--- src/pkg/rio_pkg.sv ---
// Purpose: Shared constants, types and helpers for the remote I/O link ends.
// Assumes: 125 MHz ref_clk; async UART-style frames on the serial link.
// Notes:   One byte on the CPU side covers eight consecutive I/O points.
`default_nettype none
package rio_pkg;
    localparam int          CLK_HZ       = 125_000_000;
    localparam int          CNT_W        = 21;
    localparam int          SW_W         = 7;
    localparam int          MAX_BYTES    = 32;
    localparam int          BYTES_120    = 16;
    localparam int          BYTES_248    = 32;
    localparam logic [6:0]  GRP_LAST     = 7'h7c;
    localparam logic [7:0]  SYNC_BYTE    = 8'ha5;
    localparam logic [11:0] TIMEOUT_BITS = 12'h800;
    localparam int          ST_FRESH     = 0;
    localparam int          ST_RPAR      = 3;
    localparam int          ST_ROK       = 4;
    localparam int          ST_LINK      = 5;
    localparam int          ST_LOCAL     = 6;
    localparam int          ST_BEAT      = 7;
    localparam int          RS_PAR       = 0;
    localparam int          RS_OK        = 1;

    typedef enum logic [2:0] {
        RIO_B110   = 3'h0,
        RIO_B300   = 3'h1,
        RIO_B1200  = 3'h2,
        RIO_B2400  = 3'h3,
        RIO_B9600  = 3'h4,
        RIO_B19200 = 3'h5,
        RIO_B57600 = 3'h6
    } rio_baud_t;

    typedef struct packed {
        logic      mode_248;
        rio_baud_t baud;
        logic      par_en;
        logic      par_odd;
        logic      halt_on_fail;
        logic      halt_on_par;
        logic      hold_last;
    } rio_cfg_t;

    localparam rio_cfg_t CFG_DEF = '{mode_248: 1'b0, baud: RIO_B57600, par_en: 1'b1, par_odd: 1'b1,
                                     halt_on_fail: 1'b1, halt_on_par: 1'b1, hold_last: 1'b0};

    function automatic logic [CNT_W-1:0] baud_div(input int clk_hz, input rio_baud_t b);
        int rate;
        unique case (b)
            RIO_B110:   rate = 110;
            RIO_B300:   rate = 300;
            RIO_B1200:  rate = 1200;
            RIO_B2400:  rate = 2400;
            RIO_B9600:  rate = 9600;
            RIO_B19200: rate = 19200;
            RIO_B57600: rate = 57600;
            default:    rate = 57600;
        endcase
        return CNT_W'(clk_hz / rate);
    endfunction

    function automatic logic [5:0] nbytes(input rio_cfg_t c);
        return c.mode_248 ? 6'(BYTES_248) : 6'(BYTES_120);
    endfunction

    function automatic logic [3:0] nbits(input rio_cfg_t c);
        return c.par_en ? 4'hb : 4'ha;
    endfunction

    // Start, data LSB first, parity, stop; with parity off the parity slot is sent high as the stop
    function automatic logic [10:0] tx_frame(input logic [7:0] d, input rio_cfg_t c);
        logic p;
        p = c.par_en ? (^d ^ c.par_odd) : 1'b1;
        return {1'b1, p, d, 1'b0};
    endfunction

    // Returns {good, data} from the samples of one frame, last sample on top
    function automatic logic [8:0] rx_decode(input logic [10:0] v, input rio_cfg_t c);
        logic [10:0] a;
        logic        ok;
        a  = c.par_en ? v : {1'b1, v[10:1]};
        ok = v[10] & ~a[0] & (~c.par_en | (a[9] == (^a[8:1] ^ c.par_odd)));
        return {ok, a[8:1]};
    endfunction
endpackage
`default_nettype wire

--- src/pkg/rio_link_if.sv ---
// Purpose: Two-wire serial link between driver end and receiver end.
// Assumes: Both lines idle high; each line has a single driver.
// Notes:   No clocking block; both ends sample through their own synchronisers.
`timescale 1ns/1ps
`default_nettype none
interface rio_link_if;
    logic dn; // Driver to receiver serial data
    logic up; // Receiver to driver serial data
    modport drv (output dn, input up);
    modport rcv (input dn, output up);
endinterface
`default_nettype wire

--- src/rtl/rio_driver.sv ---
// Purpose: CPU-side end: buffers CPU output bytes, ships them serially, returns remote inputs and status.
// Assumes: CPU chain signals are on ref_clk; switches, jumpers and the up line are asynchronous pins.
// Notes:   One exchange runs at a time; a slow baud rate simply spans several sweeps.
// Notes on behaviour
// - Block of 128/256 points, eight kept for driver
// - Block chosen by switch segments 5-7 or 6-7
// - Lower segments give each module unique address
// - Remote modules copy the driver's block segments
// - Own reference carries status, its outputs unused
// - Last block stops at point 1000
// - Drivers and input modules need distinct addresses
// - Bit 1 toggles per fresh input delivery
// - Bit 4 low on remote parity error
// - Bit 5 low on remote system fault
// - Bit 6 low on link error
// - Bit 7 low on driver fault
// - Bit 8 alternates each scan when healthy
// - Heartbeat freezes if any bit 4-7 low
// - Store and forward adds one sweep
// - Outputs one extra sweep, inputs two
// - Immediate update before logic saves input sweep
// - Baud rates 110 up to 57.6K
// - Parallel to serial out, serial to parallel in
// - Defaults 120 points, 57.6K, odd parity, halt
`timescale 1ns/1ps
`default_nettype none
module rio_driver #(
    parameter int CLK_HZ = rio_pkg::CLK_HZ // Clock rate behind the baud divisors
) (
    input  wire logic              ref_clk,    // System clock
    input  wire logic              rst_n,      // Async reset, active low
    rio_link_if.drv                link,       // Serial link to the remote receiver
    input  wire logic [6:0]        sw_in,      // Backplane switch segments 1-7
    input  wire rio_pkg::rio_cfg_t cfg_in,     // Option jumpers
    input  wire logic              scan_start, // Pulse at each I/O scan or immediate update
    input  wire logic [6:0]        io_addr,    // Byte reference, eight points each
    input  wire logic              io_wr,      // Output byte write strobe
    input  wire logic [7:0]        io_wdata,   // Output byte
    input  wire logic              io_rd,      // Input byte read strobe
    output logic      [7:0]        io_rdata,   // Input byte
    output logic                   io_ack,     // Access hit this block
    output logic      [7:0]        status,     // Copy of the status byte
    output logic                   cpu_halt    // Request to stop the CPU
);
    typedef struct packed {
        logic [6:0]                       sw1, sw2;
        rio_pkg::rio_cfg_t                cfg1, cfg2;
        logic                             up1, up2;
        logic [rio_pkg::MAX_BYTES-1:0][7:0] out_buf, tx_img, rx_img, in_buf;
        logic                             tx_busy;
        logic [10:0]                      tx_sh;
        logic [3:0]                       tx_bits;
        logic [rio_pkg::CNT_W-1:0]        tx_cnt;
        logic [5:0]                       tx_idx;
        logic                             tx_line;
        logic                             rx_busy;
        logic [10:0]                      rx_sh;
        logic [3:0]                       rx_bits;
        logic [rio_pkg::CNT_W-1:0]        rx_cnt;
        logic [5:0]                       rx_idx;
        logic [1:0]                       rx_rst;
        logic                             rx_done;
        logic                             waiting;
        logic [rio_pkg::CNT_W-1:0]        tk_cnt;
        logic [11:0]                      tmo;
        logic                             fresh, rpar, rok, link_ok, beat;
        logic [7:0]                       io_rdata, status;
        logic                             io_ack, halt;
    } rio_drv_st_t;

    rio_drv_st_t               r, n;
    logic [rio_pkg::CNT_W-1:0] div;
    logic [3:0]                nb;
    logic [5:0]                nby;
    logic [4:0]                off;
    logic                      hit, local_ok;
    logic [10:0]               v;
    logic [8:0]                dec;
    logic [7:0]                stat_byte;

    function automatic logic in_block(input logic [6:0] a, input logic [6:0] s, input logic m248);
        return m248 ? (a[6:5] == s[6:5]) : (a[6:4] == s[6:4]);
    endfunction

    always_comb begin
        n         = r;
        div       = rio_pkg::baud_div(CLK_HZ, r.cfg2.baud);
        nb        = rio_pkg::nbits(r.cfg2);
        nby       = rio_pkg::nbytes(r.cfg2);
        off       = r.cfg2.mode_248 ? io_addr[4:0] : {1'b0, io_addr[3:0]};
        hit       = in_block(io_addr, r.sw2, r.cfg2.mode_248) && (io_addr <= rio_pkg::GRP_LAST);
        local_ok  = (r.sw2 <= rio_pkg::GRP_LAST);
        v         = {r.up2, r.rx_sh[10:1]};
        dec       = rio_pkg::rx_decode(v, r.cfg2);
        stat_byte = 8'h00;
        stat_byte[rio_pkg::ST_FRESH] = r.fresh;
        stat_byte[rio_pkg::ST_RPAR]  = r.rpar;
        stat_byte[rio_pkg::ST_ROK]   = r.rok;
        stat_byte[rio_pkg::ST_LINK]  = r.link_ok;
        stat_byte[rio_pkg::ST_LOCAL] = local_ok;
        stat_byte[rio_pkg::ST_BEAT]  = r.beat;

        // Pins pass two flops; the sync copies also carry the default options through reset
        n.sw1  = sw_in;
        n.sw2  = r.sw1;
        n.cfg1 = cfg_in;
        n.cfg2 = r.cfg1;
        n.up1  = link.up;
        n.up2  = r.up1;

        n.io_ack = 1'b0;
        if ((io_rd || io_wr) && hit) begin
            n.io_ack = 1'b1;
            // status only at own unique reference
            if (io_addr == r.sw2) begin
                n.io_rdata = stat_byte;
            end else begin
                n.io_rdata = r.in_buf[off];
                if (io_wr) begin
                    n.out_buf[off] = io_wdata;
                end
            end
        end

        if (r.tk_cnt == '0) begin
            n.tk_cnt = div - 1'b1;
        end else begin
            n.tk_cnt = r.tk_cnt - 1'b1;
        end

        if (r.tx_busy) begin
            if (r.tx_cnt != '0) begin
                n.tx_cnt = r.tx_cnt - 1'b1;
            end else if (r.tx_bits == nb) begin
                if (r.tx_idx == nby) begin
                    n.tx_busy = 1'b0;
                    n.waiting = 1'b1;
                    n.tmo     = '0;
                    n.rx_idx  = '0;
                end else begin
                    n.tx_sh   = rio_pkg::tx_frame(r.tx_img[r.tx_idx[4:0]], r.cfg2);
                    n.tx_idx  = r.tx_idx + 1'b1;
                    n.tx_bits = '0;
                end
            end else begin
                n.tx_line = r.tx_sh[0];
                n.tx_sh   = {1'b1, r.tx_sh[10:1]};
                n.tx_bits = r.tx_bits + 1'b1;
                n.tx_cnt  = div - 1'b1;
            end
        end

        if (!r.rx_busy) begin
            if (!r.up2) begin
                n.rx_busy = 1'b1;
                n.rx_cnt  = div >> 1;
                n.rx_bits = '0;
            end
        end else if (r.rx_cnt != '0) begin
            n.rx_cnt = r.rx_cnt - 1'b1;
        end else if (r.rx_bits == '0 && r.up2) begin
            n.rx_busy = 1'b0;
        end else begin
            n.rx_sh   = v;
            n.rx_bits = r.rx_bits + 1'b1;
            n.rx_cnt  = div - 1'b1;
            if (r.rx_bits == nb - 1'b1) begin
                n.rx_busy = 1'b0;
                if (r.waiting) begin
                    if (!dec[8]) begin
                        n.waiting = 1'b0;
                        n.link_ok = 1'b0;
                    end else if (r.rx_idx == '0) begin
                        n.rx_rst = {dec[rio_pkg::RS_OK], dec[rio_pkg::RS_PAR]};
                        n.rx_idx = 6'h01;
                    end else begin
                        n.rx_img[5'(r.rx_idx - 1'b1)] = dec[7:0];
                        n.rx_idx = r.rx_idx + 1'b1;
                        if (r.rx_idx == nby) begin
                            // remote status taken with the frame
                            n.waiting = 1'b0;
                            n.rx_done = 1'b1;
                            n.link_ok = 1'b1;
                            n.rpar    = r.rx_rst[1'b0];
                            n.rok     = r.rx_rst[1'b1];
                        end
                    end
                end
            end
        end

        // silent receiver counts as link loss
        if (r.waiting && r.tk_cnt == '0) begin
            n.tmo = r.tmo + 1'b1;
            if (r.tmo == rio_pkg::TIMEOUT_BITS - 1'b1) begin
                n.waiting = 1'b0;
                n.link_ok = 1'b0;
                n.rok     = 1'b0;
            end
        end

        if (scan_start) begin
            // inputs handed over one sweep after arrival
            if (r.rx_done) begin
                n.in_buf  = r.rx_img;
                n.fresh   = ~r.fresh;
                n.rx_done = 1'b0;
            end
            if (r.rpar && r.rok && r.link_ok && local_ok) begin
                n.beat = ~r.beat;
            end
            // snapshot of outputs starts an exchange
            if (!r.tx_busy && !r.waiting) begin
                n.tx_img  = r.out_buf;
                n.tx_busy = 1'b1;
                n.tx_sh   = rio_pkg::tx_frame(rio_pkg::SYNC_BYTE, r.cfg2);
                n.tx_idx  = '0;
                n.tx_bits = '0;
                n.tx_cnt  = '0;
            end
        end

        n.status = stat_byte;
        n.halt   = (r.cfg2.halt_on_fail & ~r.link_ok) | (r.cfg2.halt_on_par & ~r.rpar);
    end

    always_ff @(posedge ref_clk or negedge rst_n) begin
        if (!rst_n) begin
            r         <= '0;
            // default options until the jumpers are seen
            r.cfg1    <= rio_pkg::CFG_DEF;
            r.cfg2    <= rio_pkg::CFG_DEF;
            r.up1     <= 1'b1;
            r.up2     <= 1'b1;
            r.tx_line <= 1'b1;
            r.rpar    <= 1'b1;
        end else begin
            r <= n;
        end
    end

    assign link.dn  = r.tx_line;
    assign io_rdata = r.io_rdata;
    assign io_ack   = r.io_ack;
    assign status   = r.status;
    assign cpu_halt = r.halt;
endmodule
`default_nettype wire

--- src/flat_wrapper.sv ---
// flat-port wrapper written by rule: the top's interface ports become plain ports
module rio_driver_flat 
#(
    parameter int CLK_HZ = rio_pkg::CLK_HZ                                       
)
  (ref_clk, rst_n, sw_in, cfg_in, scan_start, io_addr, io_wr, io_wdata, io_rd, io_rdata, io_ack, status, cpu_halt, link_dn, link_up);
  rio_link_if link_i ();
  input  wire logic ref_clk;
  input  wire logic rst_n;
  input  wire logic [6:0] sw_in;
  input  wire rio_pkg::rio_cfg_t cfg_in;
  input  wire logic scan_start;
  input  wire logic [6:0] io_addr;
  input  wire logic io_wr;
  input  wire logic [7:0] io_wdata;
  input  wire logic io_rd;
  output logic      [7:0] io_rdata;
  output logic io_ack;
  output logic      [7:0] status;
  output logic cpu_halt;
  output wire logic [$bits(link_i.dn)-1:0] link_dn;
  input wire logic [$bits(link_i.up)-1:0] link_up;
  assign link_dn = link_i.dn;
  assign link_i.up = link_up;
  rio_driver #(.CLK_HZ(CLK_HZ)) u_core (.ref_clk(ref_clk), .rst_n(rst_n), .link(link_i), .sw_in(sw_in), .cfg_in(cfg_in), .scan_start(scan_start), .io_addr(io_addr), .io_wr(io_wr), .io_wdata(io_wdata), .io_rd(io_rd), .io_rdata(io_rdata), .io_ack(io_ack), .status(status), .cpu_halt(cpu_halt));
endmodule
--- config.mk ---
export PLATFORM = sky130hd
export DESIGN_NAME = rio_driver_flat
export DESIGN_NICKNAME = d
export VERILOG_FILES = /design/src/pkg/rio_pkg.sv /design/src/pkg/rio_link_if.sv /design/src/rtl/rio_driver.sv /design/src/flat_wrapper.sv
export SDC_FILE = /design/constraint.sdc
export NUM_CORES = 2
export LEC_CHECK = 0
export BUFFER_PORTS_ARGS = -buffer_cell sky130_fd_sc_hd__buf_2
export CAP_MARGIN = 10
export CORE_MARGIN = 2
export CORE_UTILIZATION = 35
export CTS_CLUSTER_DIAMETER = 50
export CTS_CLUSTER_SIZE = 28
export DETAILED_ROUTE_END_ITERATION = 7
export PLACE_DENSITY = 0.52
export SYNTH_ARGS = -nofsm -noshare
export SYNTH_HDL_FRONTEND = slang
export SYNTH_SLANG_ARGS = --single-unit
--- constraint.sdc ---
create_clock -name ref_clk -period 161.3 [get_ports ref_clk]
set_clock_uncertainty 0.05 [all_clocks]
set_input_delay 32.26 -clock ref_clk [delete_from_list [all_inputs] [get_ports ref_clk]]
set_output_delay 32.26 -clock ref_clk [all_outputs]
set_load 0.01 [all_outputs]
==> results.py <==
metrics = {
    "sta": {
        "slew_viol_final": 0,
        "worst_slew_pin_slew_ns": 1.224,
        "finalSetupTns_ns": 0,
        "grt_setup_unrepaired": "false",
        "max_clock_freq_ghz": 0.01471,
        "setup_violations": 0,
        "hold_viol": 0,
        "finalCritPeriodShare_pct": 42.15,
        "maxSlewHeadroom_pct": 17.38,
        "min_period_ns": 67.99,
    },
    "critical_path": {
        "max_stage_delay_ns": 0.90,
        "path_max_fanout": 39,
        "path_class": "reg2reg",
        "path_common_cell": "ha_1",
        "start_kind": "register",
        "end_kind": "register",
        "worst_path_max_delay_cell": "nor2_1",
        "arrival_ns": 68.53,
        "cp_data_required_time_ns": 161.85,
    },
    "placement": {
        "place.gp.congestion": 0.9140,
        "portBuffers": 52,
        "hpwlAfterDp_mm": 147.8,
    },
    "clocking": {
        "htree_levels": 3,
        "cts_resized": 0,
        "clock_sinks": 1200,
        "cts_buffer_depth": 3,
        "clk_pin_slew_ns": 0.07,
        "cts_hold_buf": 0,
        "cts_setup_buffers": 0,
        "cts_root_buf": "clkbuf_16",
        "cts_buffers": 110,
        "cts_tree": "yes",
        "clk_latency_ns": 0.74,
    },
    "min_path": {
        "hold_path.class": "reg2reg",
    },
    "floorplan": {
        "pin_count": 56,
        "rows": 164,
        "die_y_um": 453.1,
        "dieArea_um2": 205300,
        "core_um2": 200100,
        "die_w_um": 453.1,
        "initial_utilization_pct": 35.28,
    },
    "detailed_routing": {
        "vias": 55905,
        "vias_per_cell": 5.619,
        "ant_nets": 0,
        "routed_wl_mm": 218.4,
        "first_pass_iters": 8,
        "drt-initial-drc-count": 4362,
        "drc": 1,
        "wire_per_inst_um": 21.95,
    },
    "yosys": {
        "netlist_area_um2": 70590,
        "ys_warn_count": 0,
        "ys_types": 129,
        "ys.flop_type": "dfrtp_1",
        "avgSynthCellArea_um2": 9.599,
        "ys_seq_elements": 1200,
        "synth_edf_count": 0,
        "ys_seq_area_share_pct": 42.57,
        "synthCells": 7354,
        "async_flop_share_pct": 100.0,
    },
    "global_routing": {
        "grt.total_usage_pct": 21.04,
        "grt_max_degree": 207,
        "grtUsageMet3_pct": 2.100,
        "grt.busiest_layer": "met2",
        "grt_pass1_wl_mm": 338.2,
        "grt_pass1_vias": 55345,
        "overflow": 0,
        "grt_use_met2_pct": 35.08,
        "grt_antenna_before_repair": 8,
        "use_met1_pct": 28.29,
    },
    "layout": {
        "areaGrowthSynthToFinish_pct": 9.800,
        "layout_common_cells": "nand2_1 (1459), dfrtp_1 (1182), o21ai_0 (564)",
        "final_nets": 7474,
        "nFillCells": 19930,
        "drive_gt1_share_pct": 16.63,
        "layout_commonest_cell": "nand2_1",
    },
    "outcome": {
        "violations": "design-rule violations",
        "status": "complete, but fails checks",
    },
    "job": {
        "drv_cap": 0,
    },
}
## layout make-up
type	count	area [um^2]	area share, %
Inverter	117	439.2	0.5666
Antenna cell	5	12.51	0.01614
Tap cell	2656	3323	4.287
Sequential cell	1200	30060	38.78
Clock buffer	122	2963	3.822
Multi-Input combinational cell	5597	38490	49.65
Timing Repair Buffer	170	1229	1.585
Clock inverter	83	1001	1.291
## final timing paths
check	startpoint	to	slack (ns)	cells past startpoint
setup / recovery	u_core.r[1179]$_DFF_PN1_	u_core.r[70]$_DFFE_PN0P_	93.31	272
hold / removal	u_core.n[1193]$_DFF_PN0_	u_core.r[1193]$_DFF_PN0_	0.30	0
setup reg to reg	u_core.r[1179]$_DFF_PN1_	u_core.r[70]$_DFFE_PN0P_	93.31	272
hold reg to reg	u_core.n[1193]$_DFF_PN0_	u_core.r[1193]$_DFF_PN0_	0.30	0
max in group asynchronous	rst_n	u_core.r[79]$_DFFE_PN0P_	125.79	5
min in group asynchronous	rst_n	u_core.r[431]$_DFFE_PN0P_	31.44	1
## critical path: cells and delay by family, from the launching register on
kind                       cells  cell delay [ns]
and+or+nand+nor               93            20.66
DFF                            1             0.52
AOI/OAI and AO/OA            119            27.42
muxes                          7             2.49
adders and majority gates     31            11.42
buffers and inverters         20             4.05
xor gates and xnor gates       2             1.01
## registers in the layout, summed over array words and instances (netlist names)
signal,count
u_core.io_ack,1
u_core.link.dn,1
u_core.status,6
u_core.r,1162
u_core.n,21
u_core.io_rdata,8
u_core.cpu_halt,1
## kinds of logic (layout without fill, tap and decap cells)
family,after synthesis,after routing,share of synthesized area (%)
compound gates,1651,1651,15.07
flops,1200,1200,42.57
other cells,1,8,0.005312
xor+xnor,272,272,3.426
fa+ha+maj,241,241,4.293
mux,780,780,14.64
buf+inv,559,492,3.167
simple gates,2650,2650,16.83
## cells in the mapped netlist, drive strengths merged (36+ instances only)
cell type	n	share of area [%]
or3	51	0.46
and2	51	0.45
mux4	144	4.6
a21o	118	1.3
and3	61	0.54
a211oi	48	0.57
ha	239	4.2
nand3	124	0.88
nor3	114	0.85
xnor2	161	2.0
o31ai	38	0.42
inv	114	0.61
nor2	418	2.2
mux2i	71	1.0
nor2b	61	0.54
mux2	565	9.0
a21oi	356	2.5
o211ai	43	0.47
a31oi	52	0.48
nor4	38	0.38
xor2	110	1.4
o21ai	580	4.1
o21a	36	0.38
nand4	70	0.63
dfrtp	1184	42
a22oi	46	0.49
nand2b	74	0.66
clkbuf	343	1.8
buf	99	0.72
nand2	1463	7.8
## per-stage QoR
step | worst slack, ns | hold slack, ns | std cells | util, % | area [um^2]
global placement | 94.76 | 0.2846 | 9740 | 36.75 | 73530
CTS | 94.33 | 0.3051 | 9945 | 38.74 | 77500
floorplan | 104.69 | 0.2812 | 7356 | - | 70600
finish | 93.31 | 0.3015 | 9950 | 38.74 | 77510
global route | 88.67 | 0.3092 | 9949 | 38.74 | 77510
detailed placement | 94.50 | 0.2886 | 9740 | 36.75 | 73530
## per-layer routing
| layer | vias up | routed length (um) |
|---|---|---|
| met5 | - | 47 |
| met4 | 8 | 7487 |
| met3 | 340 | 8868 |
| met2 | 1283 | 104200 |
| met1 | 28271 | 97870 |
| li1 | 26003 | - |
Power is left out: the tool's default activity adds up to more than one toggle a clock period on the data nets, which glitch-free logic cannot reach.
